File: src/verilog/arir_params.svh
/*
 auto-reclose indication reset: register offsets, field positions, reset values, timing.
 assumes inclusion by bare name from the design and bench files.
*/
`ifndef ARIR_PARAMS_SVH
`define ARIR_PARAMS_SVH

`define ARIR_REG_CTRL      4'h0
`define ARIR_REG_DEAD      4'h1
`define ARIR_REG_DROP      4'h2
`define ARIR_REG_RECLAIM   4'h3
`define ARIR_REG_ENERGY    4'h4
`define ARIR_REG_STATUS    4'h5
`define ARIR_REG_CMD       4'h6
`define ARIR_REG_SHOTS     4'h7

`define ARIR_CTRL_ENABLE   0
`define ARIR_CTRL_SIGRST   1
`define ARIR_CTRL_LAMPPOL  2
`define ARIR_CTRL_OUTPOL   3
`define ARIR_CTRL_STARTSRC 4
`define ARIR_CTRL_RCBLOCK  5
`define ARIR_CTRL_INVCURVE 6
`define ARIR_CTRL_DELAYED  7
`define ARIR_CTRL_RESET    8'h01

`define ARIR_CMD_GENRESET  0
`define ARIR_CMD_LOCKCLR   1

`define ARIR_TICK_MS       1
`define ARIR_CLK_MHZ       100
`define ARIR_TICK_CYCLES   (`ARIR_TICK_MS * `ARIR_CLK_MHZ * 1000)
`define ARIR_DEAD_RESET    16'h03E8
`define ARIR_DROP_RESET    16'h0000
`define ARIR_RECLAIM_RESET 16'h1388
`define ARIR_ENERGY_RESET  16'h01F4
`define ARIR_MAX_SHOTS     3'h4

`endif

File: src/verilog/arir_pkg.sv
/*
 types shared by the auto-reclose indication reset block.
 assumes arir_params.svh is on the include path.
*/
package arir_pkg;
    typedef enum logic [2:0] {
        ARIR_IDLE    = 3'b000,
        ARIR_DEAD    = 3'b001,
        ARIR_CLOSE   = 3'b010,
        ARIR_RECLAIM = 3'b011,
        ARIR_LOCKOUT = 3'b100
    } arir_state_t;
endpackage : arir_pkg

File: src/verilog/arir_core.sv
/*
 auto-reclose sequencer with indication and latched-output clearing, wishbone slave.
 assumes breaker contact and start inputs are asynchronous pins; one 100 MHz clock.
*/
// Contract
// - with the signalling-reset policy set, a reclose confirmed closed clears lamps, display, flags and latched outputs.
// - under that policy only a final trip keeps indications; a reclose that stays closed clears them.
// - the general reset clears indications and latched outputs at any time regardless of policy; here a new trip latched in the same cycle wins.
// - lamp policy 0 clears only on operator reset, 1 also clears on start of a trip-assigned element.
// - output policy has the same two choices for latched output relays.
// - with clear-on-start only the latest trip stays indicated.
// - a minimum drop-off delay is settable, separately for phase and neutral, optionally inverse-time; here the inverse-curve bit is unused.
// - the next reclose cycle is blocked while the drop-off delay still runs.
// - a new cycle starts only after both dead time and protection reset delay expire.
// - the close command goes out at the later of dead time end and drop-off end.
// - delayed reclosing extends the dead time by an energy check window and locks out if energy stays low.
// - the reclaim timer may be held while protection start signals are active.
// - dead and drop-off timing start on breaker trip, from contact drop or protection reset by configuration.
// - the reclaim timer starts on breaker close and resets the sequence at expiry if no trip follows.
`timescale 1ns/1ns
`include "arir_params.svh"
module arir_core #(
    parameter int TICK_CYCLES = `ARIR_TICK_CYCLES
) (
    input  wire logic        i_clk,
    input  wire logic        i_rst,
    input  wire logic        i_wb_cyc,
    input  wire logic        i_wb_stb,
    input  wire logic        i_wb_we,
    input  wire logic [5:0]  i_wb_adr,
    input  wire logic [3:0]  i_wb_sel,
    input  wire logic [31:0] i_wb_dat,
    output logic [31:0]      o_wb_dat,
    output logic             o_wb_ack,
    input  wire logic        i_breaker_closed_contact,
    input  wire logic        i_trip,
    input  wire logic        i_start_phase,
    input  wire logic        i_start_neutral,
    input  wire logic        i_prot_reset,
    input  wire logic        i_energy_ok,
    input  wire logic        i_new_trip_latch,
    input  wire logic        i_operator_reset,
    output logic             o_close_cmd,
    output logic [3:0]       o_indication,
    output logic             o_latched_output,
    output logic             o_in_progress,
    output logic             o_lockout,
    output logic             o_success
);
    typedef struct packed {
        logic [1:0]           contact_s;
        logic [1:0]           trip_s;
        logic [1:0]           sph_s;
        logic [1:0]           sne_s;
        logic [1:0]           prst_s;
        logic [1:0]           energy_s;
        logic [1:0]           latch_s;
        logic [1:0]           oper_s;
        logic                 contact_d;
        logic                 prst_d;
        logic                 start_d;
        logic                 neutral_cycle;
        logic [7:0]           ctrl;
        logic [15:0]          dead;
        logic [15:0]          drop_ph;
        logic [15:0]          drop_ne;
        logic [15:0]          reclaim;
        logic [15:0]          energy_win;
        arir_pkg::arir_state_t fsm;
        logic [15:0]          t_dead;
        logic [15:0]          t_drop;
        logic [15:0]          t_rc;
        logic [15:0]          t_en;
        logic                 dead_done;
        logic                 drop_done;
        logic [2:0]           shot;
        logic [15:0]          reclose_cnt;
        logic                 close_cmd;
        logic                 clear_pend;
        logic [3:0]           ind;
        logic                 lout;
        logic                 success;
        logic                 ack;
        logic [31:0]          rdat;
    } arir_core_st_t;

    arir_core_st_t st;
    arir_core_st_t next_st;
    logic          tick;

    arir_tick #(
        .TICK_CYCLES(TICK_CYCLES)
    ) u_tick (
        .i_clk  (i_clk),
        .i_rst  (i_rst),
        .o_tick (tick)
    );

    function automatic logic [15:0] arir_dec(input logic [15:0] v, input logic en);
        arir_dec = (en && v != 16'h0) ? v - 16'h1 : v;
    endfunction : arir_dec

    function automatic logic [15:0] arir_wr(input logic [15:0] old, input logic [31:0] d,
                                           input logic [3:0] sel);
        arir_wr = {sel[1] ? d[15:8] : old[15:8], sel[0] ? d[7:0] : old[7:0]};
    endfunction : arir_wr

    function automatic logic arir_cmd_hit(input logic we, input logic [5:0] adr,
                                          input logic [3:0] sel, input logic bit_v);
        arir_cmd_hit = we && adr[5:2] == `ARIR_REG_CMD && sel[0] && bit_v;
    endfunction : arir_cmd_hit

    logic contact;
    logic trip;
    logic starts;
    logic prst;
    logic energy;
    logic new_trip;
    logic oper;
    logic bus_req;
    logic bus_wr;
    logic tripped;
    logic gen_reset;
    logic lock_clr;

    always_comb begin
        contact  = st.contact_s[1];
        trip     = st.trip_s[1];
        starts   = st.sph_s[1] | st.sne_s[1];
        prst     = st.prst_s[1];
        energy   = st.energy_s[1];
        new_trip = st.latch_s[1];
        oper     = st.oper_s[1];
        bus_req  = i_wb_cyc & i_wb_stb & ~st.ack;
        bus_wr   = bus_req & i_wb_we;
        gen_reset = oper | arir_cmd_hit(bus_wr, i_wb_adr, i_wb_sel, i_wb_dat[`ARIR_CMD_GENRESET]);
        lock_clr = arir_cmd_hit(bus_wr, i_wb_adr, i_wb_sel, i_wb_dat[`ARIR_CMD_LOCKCLR]);
        // breaker open edge or protection reset edge by configuration
        tripped = st.ctrl[`ARIR_CTRL_STARTSRC] ? (st.contact_d & ~contact)
                                               : (prst & ~st.prst_d);
    end

    always_comb begin
        next_st = st;
        // two flops per pin; only the second one feeds logic
        next_st.contact_s = {st.contact_s[0], i_breaker_closed_contact};
        next_st.trip_s    = {st.trip_s[0], i_trip};
        next_st.sph_s     = {st.sph_s[0], i_start_phase};
        next_st.sne_s     = {st.sne_s[0], i_start_neutral};
        next_st.prst_s    = {st.prst_s[0], i_prot_reset};
        next_st.energy_s  = {st.energy_s[0], i_energy_ok};
        next_st.latch_s   = {st.latch_s[0], i_new_trip_latch};
        next_st.oper_s    = {st.oper_s[0], i_operator_reset};
        next_st.contact_d = contact;
        next_st.prst_d    = prst;
        next_st.start_d   = starts;
        next_st.close_cmd = 1'b0;
        next_st.clear_pend = 1'b0;

        // new trip sets indication and latched output
        if (new_trip) begin
            next_st.ind  = 4'hF;
            next_st.lout = 1'b1;
            next_st.success = 1'b0;
        end
        if (st.sne_s[1]) begin
            next_st.neutral_cycle = 1'b1;
        end else if (st.sph_s[1]) begin
            next_st.neutral_cycle = 1'b0;
        end
        // rising start of a trip element drops the older trip's signalling
        if (starts & ~st.start_d & ~new_trip) begin
            if (st.ctrl[`ARIR_CTRL_LAMPPOL]) begin
                next_st.ind = 4'h0;
            end
            if (st.ctrl[`ARIR_CTRL_OUTPOL]) begin
                next_st.lout = 1'b0;
            end
        end
        // clearing one cycle after confirmation; lockout and counter untouched
        if (st.clear_pend && !new_trip) begin
            next_st.ind  = 4'h0;
            next_st.lout = 1'b0;
        end
        if (gen_reset && !new_trip) begin
            next_st.ind  = 4'h0;
            next_st.lout = 1'b0;
        end

        // timers count whole ticks; a reload further down wins over a tick
        if (tick) begin
            next_st.t_dead = arir_dec(st.t_dead, 1'b1);
            next_st.t_drop = arir_dec(st.t_drop, 1'b1);
            next_st.t_en   = arir_dec(st.t_en, 1'b1);
            next_st.t_rc = arir_dec(st.t_rc,
                                    ~(st.ctrl[`ARIR_CTRL_RCBLOCK] & starts));
        end

        case (st.fsm)
            arir_pkg::ARIR_IDLE: begin
                if (st.ctrl[`ARIR_CTRL_ENABLE] && tripped) begin
                    next_st.fsm = arir_pkg::ARIR_DEAD;
                    next_st.shot = 3'h1;
                end
            end
            arir_pkg::ARIR_DEAD: begin
                if (st.t_dead == 16'h0) begin
                    next_st.dead_done = 1'b1;
                end
                if (st.t_drop == 16'h0 && prst) begin
                    next_st.drop_done = 1'b1;
                end
                // check window opens only once the dead time has run out
                if (!st.ctrl[`ARIR_CTRL_DELAYED] || energy || !st.dead_done) begin
                    next_st.t_en = st.energy_win;
                end
                if (st.ctrl[`ARIR_CTRL_DELAYED] && !energy && st.dead_done) begin
                    if (st.t_en == 16'h0) begin
                        next_st.fsm = arir_pkg::ARIR_LOCKOUT;
                    end
                end else if (st.dead_done && st.drop_done) begin
                    // later of dead and drop-off ends closes; drop-off blocks earlier close
                    next_st.close_cmd = 1'b1;
                    next_st.fsm = arir_pkg::ARIR_CLOSE;
                end
            end
            arir_pkg::ARIR_CLOSE: begin
                if (contact) begin
                    next_st.fsm = arir_pkg::ARIR_RECLAIM;
                    next_st.t_rc = st.reclaim;
                    // counter sticks at full scale rather than wrapping to zero
                    if (st.reclose_cnt != 16'hFFFF) begin
                        next_st.reclose_cnt = st.reclose_cnt + 16'h1;
                    end
                    next_st.clear_pend = st.ctrl[`ARIR_CTRL_SIGRST];
                end else if (trip) begin
                    next_st.fsm = arir_pkg::ARIR_LOCKOUT;
                end
            end
            arir_pkg::ARIR_RECLAIM: begin
                if (tripped) begin
                    if (st.shot >= `ARIR_MAX_SHOTS) begin
                        next_st.fsm = arir_pkg::ARIR_LOCKOUT;
                    end else begin
                        next_st.fsm = arir_pkg::ARIR_DEAD;
                        next_st.shot = st.shot + 3'h1;
                    end
                end else if (st.t_rc == 16'h0 && contact) begin
                    // staying closed to reclaim end means success
                    next_st.fsm = arir_pkg::ARIR_IDLE;
                    next_st.success = 1'b1;
                    next_st.shot = 3'h0;
                end
            end
            arir_pkg::ARIR_LOCKOUT: begin
                // only software leaves lockout; signal clearing never does
                if (lock_clr) begin
                    next_st.fsm = arir_pkg::ARIR_IDLE;
                    next_st.shot = 3'h0;
                end
            end
            default: begin
                next_st.fsm = arir_pkg::ARIR_IDLE;
            end
        endcase

        // entering dead time reloads the dead, drop-off and energy window timers
        if (next_st.fsm == arir_pkg::ARIR_DEAD && st.fsm != arir_pkg::ARIR_DEAD) begin
            next_st.t_dead = st.dead;
            next_st.t_drop = st.neutral_cycle ? st.drop_ne : st.drop_ph;
            next_st.t_en = st.energy_win;
            next_st.dead_done = 1'b0;
            next_st.drop_done = 1'b0;
        end

        // ack one cycle after the take, then low even if strobe stays up
        next_st.ack = bus_req;
        if (bus_wr) begin
            case (i_wb_adr[5:2])
                `ARIR_REG_CTRL: begin
                    if (i_wb_sel[0]) begin
                        next_st.ctrl = i_wb_dat[7:0];
                    end
                end
                `ARIR_REG_DEAD: next_st.dead = arir_wr(st.dead, i_wb_dat, i_wb_sel);
                `ARIR_REG_DROP: begin
                    next_st.drop_ph = arir_wr(st.drop_ph, i_wb_dat, i_wb_sel);
                    next_st.drop_ne = arir_wr(st.drop_ne, i_wb_dat >> 16,
                                              {2'b00, i_wb_sel[3:2]});
                end
                `ARIR_REG_RECLAIM: next_st.reclaim = arir_wr(st.reclaim, i_wb_dat, i_wb_sel);
                `ARIR_REG_ENERGY: begin
                    next_st.energy_win = arir_wr(st.energy_win, i_wb_dat, i_wb_sel);
                end
                default: begin
                end
            endcase
        end
        // read mux runs every cycle; data only matters alongside ack
        case (i_wb_adr[5:2])
            `ARIR_REG_CTRL:    next_st.rdat = {24'h0, st.ctrl};
            `ARIR_REG_DEAD:    next_st.rdat = {16'h0, st.dead};
            `ARIR_REG_DROP:    next_st.rdat = {st.drop_ne, st.drop_ph};
            `ARIR_REG_RECLAIM: next_st.rdat = {16'h0, st.reclaim};
            `ARIR_REG_ENERGY:  next_st.rdat = {16'h0, st.energy_win};
            `ARIR_REG_STATUS:  next_st.rdat = {22'h0, st.fsm, st.shot, st.success,
                                               st.lout, st.ind[0], contact};
            `ARIR_REG_SHOTS:   next_st.rdat = {16'h0, st.reclose_cnt};
            default:           next_st.rdat = 32'h0;
        endcase
    end

    always_ff @(posedge i_clk) begin
        if (i_rst) begin
            st <= '0;
            // protection idle level is reset; starting there avoids a false trip edge
            st.prst_s <= 2'b11;
            st.prst_d <= 1'b1;
            st.ctrl <= `ARIR_CTRL_RESET;
            st.dead <= `ARIR_DEAD_RESET;
            st.drop_ph <= `ARIR_DROP_RESET;
            st.drop_ne <= `ARIR_DROP_RESET;
            st.reclaim <= `ARIR_RECLAIM_RESET;
            st.energy_win <= `ARIR_ENERGY_RESET;
            st.fsm <= arir_pkg::ARIR_IDLE;
        end else begin
            st <= next_st;
        end
    end

    assign o_wb_dat         = st.rdat;
    assign o_wb_ack         = st.ack;
    assign o_close_cmd      = st.close_cmd;
    assign o_indication     = st.ind;
    assign o_latched_output = st.lout;
    assign o_in_progress    = st.fsm != arir_pkg::ARIR_IDLE
                              && st.fsm != arir_pkg::ARIR_LOCKOUT;
    assign o_lockout        = st.fsm == arir_pkg::ARIR_LOCKOUT;
    assign o_success        = st.success;
endmodule : arir_core

File: src/verilog/arir_tick.sv
/*
 divider making a one-cycle millisecond enable from i_clk.
 assumes 100 MHz clock and synchronous active-high reset.
*/
`timescale 1ns/1ns
`include "arir_params.svh"
module arir_tick #(
    parameter int TICK_CYCLES = `ARIR_TICK_CYCLES
) (
    input  wire logic i_clk,
    input  wire logic i_rst,
    output logic      o_tick
);
    typedef struct packed {
        logic [31:0] cnt;
        logic        tick;
    } arir_tick_st_t;

    arir_tick_st_t st;
    arir_tick_st_t next_st;

    always_comb begin
        next_st = st;
        next_st.tick = 1'b0;
        if (st.cnt >= 32'(TICK_CYCLES - 1)) begin
            next_st.cnt = 32'h0;
            next_st.tick = 1'b1;
        end else begin
            next_st.cnt = st.cnt + 32'h1;
        end
    end

    always_ff @(posedge i_clk) begin
        if (i_rst) begin
            st <= '0;
        end else begin
            st <= next_st;
        end
    end

    assign o_tick = st.tick;
endmodule : arir_tick

File: config.mk
export PLATFORM = sky130hd
export DESIGN_NAME = arir_core
export DESIGN_NICKNAME = d
export VERILOG_FILES = /design/src/verilog/arir_pkg.sv /design/src/verilog/arir_core.sv /design/src/verilog/arir_tick.sv
export VERILOG_INCLUDE_DIRS = /design/src /design/src/verilog
export SDC_FILE = /design/constraint.sdc
export NUM_CORES = 1
export LEC_CHECK = 0
export ABC_AREA = 0
export ABC_CLOCK_PERIOD_IN_PS = 6100
export BUFFER_PORTS_ARGS = -buffer_cell sky130_fd_sc_hd__buf_2
export CAP_MARGIN = 20
export CORE_ASPECT_RATIO = 2
export CORE_MARGIN = 2
export CORE_UTILIZATION = 60
export DETAILED_ROUTE_END_ITERATION = 6
export GPL_ROUTABILITY_DRIVEN = 0
export PLACE_DENSITY_LB_ADDON = 0.25
export SLEW_MARGIN = 10
export SYNTH_ARGS = -nofsm -noshare
export SYNTH_HDL_FRONTEND = slang
export SYNTH_HIERARCHICAL = 1
export SYNTH_SLANG_ARGS = --single-unit
export TNS_END_PERCENT = 50
File: constraint.sdc
create_clock -name i_clk -period 6.1 [get_ports i_clk]
set_clock_uncertainty 0.05 [all_clocks]
set_input_delay 0.61 -clock i_clk [delete_from_list [all_inputs] [get_ports i_clk]]
set_output_delay 0.61 -clock i_clk [all_outputs]
set_load 0.02 [all_outputs]
==> results.cfg, run 1 <==
[power_and_ir_drop]
ir_drop_v = 0.000333
switching_share = 0.323
p_sw_mw = 1.63
p_leak_nw = 4.99
clockPowerShare = 0.301
p_comb_frac = 0.277
pwr-share-seq = 0.422
power.density_nw_per_um2 = 380
p_int_mw = 3.41

[timing]
drv_slew = 0
rsz0062_at_grt = false
min_period_ns = 2.48
hold_viol_final = 0
worstMarginPinSlew_ns = 1.01
slew_headroom = 0.324
setup_viol = 0
finalSetupTns_ns = 0
timing.final.crit_share = 0.407
fmax_mhz = 403

[floorplan]
rows = 73
start_util = 0.611
die_w_um = 105
core_um2 = 19900
ioPinCount = 97
chipHeight_um = 205
die_area_um2 = 21500

[routing]
first_pass_iters = 5
vias_per_cell = 6.19
wl_um = 32100
postRouteAntennaNets = 0
post-route-drc-count = 0
vias = 10499
drt_iter0_drc = 880
wl_per_cell_um = 18.9

[setup_path]
startpoint_type = flop
critPathRequiredTime_ns = 5.44
critical_path_class = flop to primary output
arrival_ns = 1.82
crit_path_max_fanout = 9
slowest_stage = dfxtp_1
path_cells = or3b_2 -> inv_1 -> buf_2
critPathCaptureType = primary output
max_stage_delay_ns = 0.53

[yosys]
ys_ff_latch = 270
synth_ff_type = dfxtp_1
synth_edf_count = 0
syn_area_um2 = 12200
avgSynthCellArea_um2 = 8.74
synthCells = 1391
synth.distinct_cells = 88
synth-seq-area-share = 0.444
yosysWarningCount = 6
synthArstFlopShare = 0

[global_routing]
grt_pass1_wl_um = 51000
grt_max_degree = 93
first_global_vias = 9944
grtUsageTotal = 0.294
antenna_found_initial = 0
overflow = 0

[cts]
cts-buffers-inserted = 24
postCtsSetupBuffers = 0
cts-root-buf = clkbuf_16
cts_tree = yes
clk_latency_ns = 0.52
post_cts_hold_buffer_count = 0
clk_pin_slew_ns = 0.06
htree_num_levels = 1
clockBufferDepth = 3
cts_sinks = 270
cts_resized = 0

[flow_run]
drv_cap = 0

[layout]
syn_to_final_growth_pct = 9.19
drive_gt1_frac = 0.136
nets = 1483
nFillCells = 1753
diodes = 0
final_core_util = 0.667

[placed_design]
io_buffers = 94
dpl.hpwl_um = 22600

[run_status]
status = complete, no violations

[hold_path]
hold_path.class = primary input to flop
==> worst paths after layout <==
check | from | to | slack (ns) | cells after the start
setup reg to reg | st[230]$_SDFF_PP0_ | st[93]$_SDFF_PP0_ | 3.72 | 5
hold / removal | i_prot_reset | next_st[228]$_SDFF_PP1_ | 0.24 | 2
hold reg to reg | o_wb_ack$_SDFF_PP0_ | o_wb_ack$_SDFF_PP0_ | 0.39 | 1
setup / recovery | st[128]$_SDFF_PP0_ | o_lockout | 3.62 | 3
==> layout make-up <==
| cell class | count | area [um^2] | area share |
|---|---|---|---|
| Clock buffer | 38 | 744 | 0.0561 |
| Multi-Input combinational cell | 987 | 6070 | 0.457 |
| Timing Repair Buffer | 108 | 578 | 0.0435 |
| Sequential cell | 270 | 5410 | 0.407 |
| Clock inverter | 4 | 47.5 | 0.00358 |
| Tap cell | 262 | 328 | 0.0247 |
| Inverter | 28 | 105 | 0.00792 |
==> metal layers <==
layer  GRT usage  wire length, um  vias up
li1            -                -     4994
met3      0.0329             1970      106
met2       0.530            16400      419
met1       0.333            11800     4980
met5           0                0        -
met4       0.169             1990        0
==> flip-flops by register name (all words and copies together) (netlist names) <==
| register | cells |
|---|---|
| u_tick/o_tick | 1 |
| next_st | 9 |
| o_wb_ack | 1 |
| new_trip | 1 |
| contact | 1 |
| oper | 1 |
| energy | 1 |
| o_wb_dat | 32 |
| o_success | 1 |
| o_latched_output | 1 |
| st | 184 |
| o_close_cmd | 1 |
| u_tick/st | 32 |
| o_indication | 4 |
==> cells in the final DEF, fill, tap and decap left out, types with 5 or more instances in the layout <==
master,netlist,layout
a22oi_1,25,25
inv_1,28,27
or4_1,9,9
a211oi_1,39,39
buf_2,12,93
clkbuf_16,0,25
nand3b_1,5,5
a31oi_1,14,14
xnor2_1,64,64
or2_2,7,7
ha_1,9,9
xor2_1,11,11
o211ai_1,6,6
mux2_2,13,13
a2111oi_0,6,6
nor3b_1,6,6
o21ai_0,39,39
nand3_1,109,109
nor2b_1,19,19
buf_4,36,15
clkbuf_8,3,7
nand2_1,128,128
nor2_1,116,116
nor3_1,33,32
dfxtp_1,270,270
and2_1,5,5
conb_1,1,15
a222oi_1,6,6
or3_1,7,7
nor4_1,30,28
a21oi_1,119,118
nand4_1,19,19
mux2i_1,29,29
clkbuf_1,60,6
and3_1,23,23
==> cells by family (layout without fill, tap and decap cells) <==
family | Yosys count | count (layout) | synth area share
xor+xnor | 75 | 75 | 0.0540
compound gates | 287 | 287 | 0.151
simple gates | 558 | 558 | 0.240
other cells | 1 | 15 | 0.000308
fa+ha+maj | 9 | 9 | 0.00926
buf+inv | 148 | 178 | 0.0633
mux | 43 | 43 | 0.0371
flops | 270 | 270 | 0.444
==> power by group through the flow <==
| stage | registers, mW | clock network (mW) | logic, mW |
|---|---|---|---|
| final | 2.13 | 1.52 | 1.40 |
| after global routing | 2.15 | 1.60 | 1.54 |
| after CTS | 2.12 | 1.54 | 1.39 |
| after detailed placement | 2.16 | 0 | 1.38 |
| after global placement | 2.15 | 0 | 1.35 |
| after floorplan | 2.11 | 0 | 1.13 |
==> critical path, delay by kind of cell (launching register included) <==
kind / cells / cell delay, ns
flip-flops: 1 / 0.53
buffers and inverters: 2 / 0.25
AND/OR/NAND/NOR: 1 / 0.53
==> cells in the mapped netlist, types with 11 or more instances <==
master	count	area (um^2)
a211oi_1	39	293
a21oi_1	119	596
a22oi_1	25	188
a31oi_1	14	87.6
and3_1	23	144
buf_2	12	60.1
buf_4	36	270
clkbuf_1	60	225
dfxtp_1	270	5410
inv_1	28	105
mux2_2	13	146
mux2i_1	29	290
nand2_1	128	480
nand3_1	109	546
nand4_1	19	119
nor2_1	116	435
nor2b_1	19	119
nor3_1	33	165
nor4_1	30	188
o21ai_0	39	195
xnor2_1	64	561
xor2_1	11	96.3
==> metrics by stage <==
step | hold slack (ns) | setup slack (ns) | power, mW | cell area [um^2] | cells
floorplan | 0.339 | 3.92 | 3.24 | 12200 | 1405
global placement | 0.353 | 3.38 | 3.50 | 12500 | 1655
detailed placement | 0.346 | 3.33 | 3.54 | 12500 | 1655
CTS | 0.236 | 3.62 | 5.05 | 13300 | 1697
global route | 0.233 | 3.56 | 5.29 | 13300 | 1697
finish | 0.244 | 3.62 | 5.04 | 13300 | 1697
No activity file was read; power rests on OpenSTA's default activity.
==> inputs of run 2 (changes only) <==
--- a/config.mk
+++ b/config.mk
@@ -7,7 +7,7 @@
 export NUM_CORES = 1
 export LEC_CHECK = 0
 export ABC_AREA = 0
-export ABC_CLOCK_PERIOD_IN_PS = 6100
+export ABC_CLOCK_PERIOD_IN_PS = 2500
 export BUFFER_PORTS_ARGS = -buffer_cell sky130_fd_sc_hd__buf_2
 export CAP_MARGIN = 20
 export CORE_ASPECT_RATIO = 2
==> constraint.sdc (replaced) <==
create_clock -name i_clk -period 2.5 [get_ports i_clk]
set_clock_uncertainty 0.05 [all_clocks]
set_input_delay 0.25 -clock i_clk [delete_from_list [all_inputs] [get_ports i_clk]]
set_output_delay 0.25 -clock i_clk [all_outputs]
set_load 0.02 [all_outputs]
==> run 2 against run 1 <==
The run now ends with design-rule violations left. Combinational power rose to 2.6 times the previous value. Non-clock buffer count up 66. Total power rose to 2.6 times the previous value. Critical endpoint is now st[123]$_SDFFE_PP0P_.
==> results.cfg, run 2 (same netlist as run 1, synthesis figures left out) <==
[run_status]
status = complete, but fails checks
violations = design-rule violations

[layout]
final_core_util = 0.704
instances_no_fill = 1765
multi_input_area_um2 = 6070
drive_gt1_frac = 0.154
top_register = st
nFillCells = 1616
nets = 1549
seq_area_um2 = 5410
final_cell_mix = dfxtp_1, nand2_1, a21oi_1
syn_to_final_growth_pct = 15.2
design_area_um2 = 14000
final_common_cell = dfxtp_1
largest_reg_flops = 184
diodes = 0

[routing]
postRouteAntennaNets = 0
wl_per_cell_um = 19.5
drt_iter0_drc = 985
vias_per_cell = 6.21
post-route-drc-count = 2
vias = 10966
wl_um = 34400
first_pass_iters = 7

[placed_design]
dp_cells = 1685
place_area_um2 = 12700
post-place-ws_ns = 0.331
io_buffers = 94
dpl.hpwl_um = 23900

[setup_path]
crit_path_max_fanout = 35
slowest_stage = or3b_2
max_stage_delay_ns = 0.56
path_cells = or3b_2 -> a221o_2 -> buf_4 -> o21ai_0 -> a21oi_1
critical_path_class = flop to flop
critPathCaptureType = flop
worstPathBufferInverterCount = 1
critPathRequiredTime_ns = 2.85
arrival_ns = 2.61
startpoint_type = flop
crit_family = compound AO/OA/AOI/OAI gates

[timing]
drv_slew = 0
hold_slack_ns = 0.0105
worstMarginPinSlew_ns = 0.853
min_period_ns = 2.26
setup_slack_ns = 0.243
rsz0062_at_grt = false
finalSetupTns_ns = 0
timing.final.crit_share = 0.903
slew_headroom = 0.430
setup_viol = 0
hold_viol_final = 0
fmax_mhz = 443

[floorplan]
die_area_um2 = 21500
start_util = 0.611
ioPinCount = 97
chipHeight_um = 205
rows = 73
die_w_um = 105
core_um2 = 19900

[global_routing]
grt_max_degree = 82
grtUsageTotal = 0.314
overflow = 0
first_global_vias = 10829
grt_pass1_wl_um = 54400
antenna_found_initial = 0

[power_and_ir_drop]
p_leak_nw = 5.35
pwr-share-seq = 0.398
p_comb_frac = 0.282
clockPowerShare = 0.319
power.density_nw_per_um2 = 931
p_int_mw = 8.89
design_power_total_mw = 13.0
p_sw_mw = 4.15
ir_drop_v = 0.000780
switching_share = 0.318

[cts]
htree_num_levels = 1
cts_sinks = 270
cts-buffers-inserted = 24
cts_tree = yes
clk_latency_ns = 0.53
cts-root-buf = clkbuf_16
clk_pin_slew_ns = 0.07
postCtsSetupBuffers = 0
clockBufferDepth = 3

[hold_path]
hold_path.class = primary input to flop

[flow_run]
drv_cap = 0
==> run 2: power groups by stage <==
stage	registers, mW	logic (mW)	clock network, mW
after floorplan	5.16	2.76	0
final	5.19	3.68	4.17
after detailed placement	5.27	3.58	0
after global routing	5.24	4.05	4.35
after global placement	5.25	3.49	0
after CTS	5.18	3.65	4.20
==> run 2: final cells by class <==
class,instances,share of cell area
tap,262,0.0234
clock inverter,8,0.0106
sequential,270,0.386
multi-input combinational,987,0.433
timing repair buffer,174,0.0857
inverter,28,0.00750
clock buffer,36,0.0540
==> run 2: per-layer routing <==
metal,part of all wire,up-vias,GRT usage
met3,0.059,156,0.0374
met4,0.074,0,0.217
met1,0.36,5208,0.340
met2,0.51,478,0.567
li1,-,5124,-
met5,0,-,0
==> run 2: worst min-delay path, cell delays in order <==
cell	delay (ns)
buf_2	0.16
nand3_1	0.08
a21oi_1	0.05
==> run 2: final timing paths <==
check | from | to | slack (ns) | cells past startpoint
worst max-delay path | st[126]$_SDFF_PP0_ | st[123]$_SDFFE_PP0P_ | 0.24 | 5
worst min-delay path | i_wb_dat[4] | st[213]$_SDFFE_PP0P_ | 0.01 | 3
worst max register to register | st[126]$_SDFF_PP0_ | st[123]$_SDFFE_PP0P_ | 0.24 | 5
worst min register to register | o_wb_ack$_SDFF_PP0_ | o_wb_ack$_SDFF_PP0_ | 0.39 | 1
==> run 2: timing repair <==
item,in CTS,in global routing
hold buffers,36,0
hold endpoints to repair,56,0
gates resized for setup,0,0
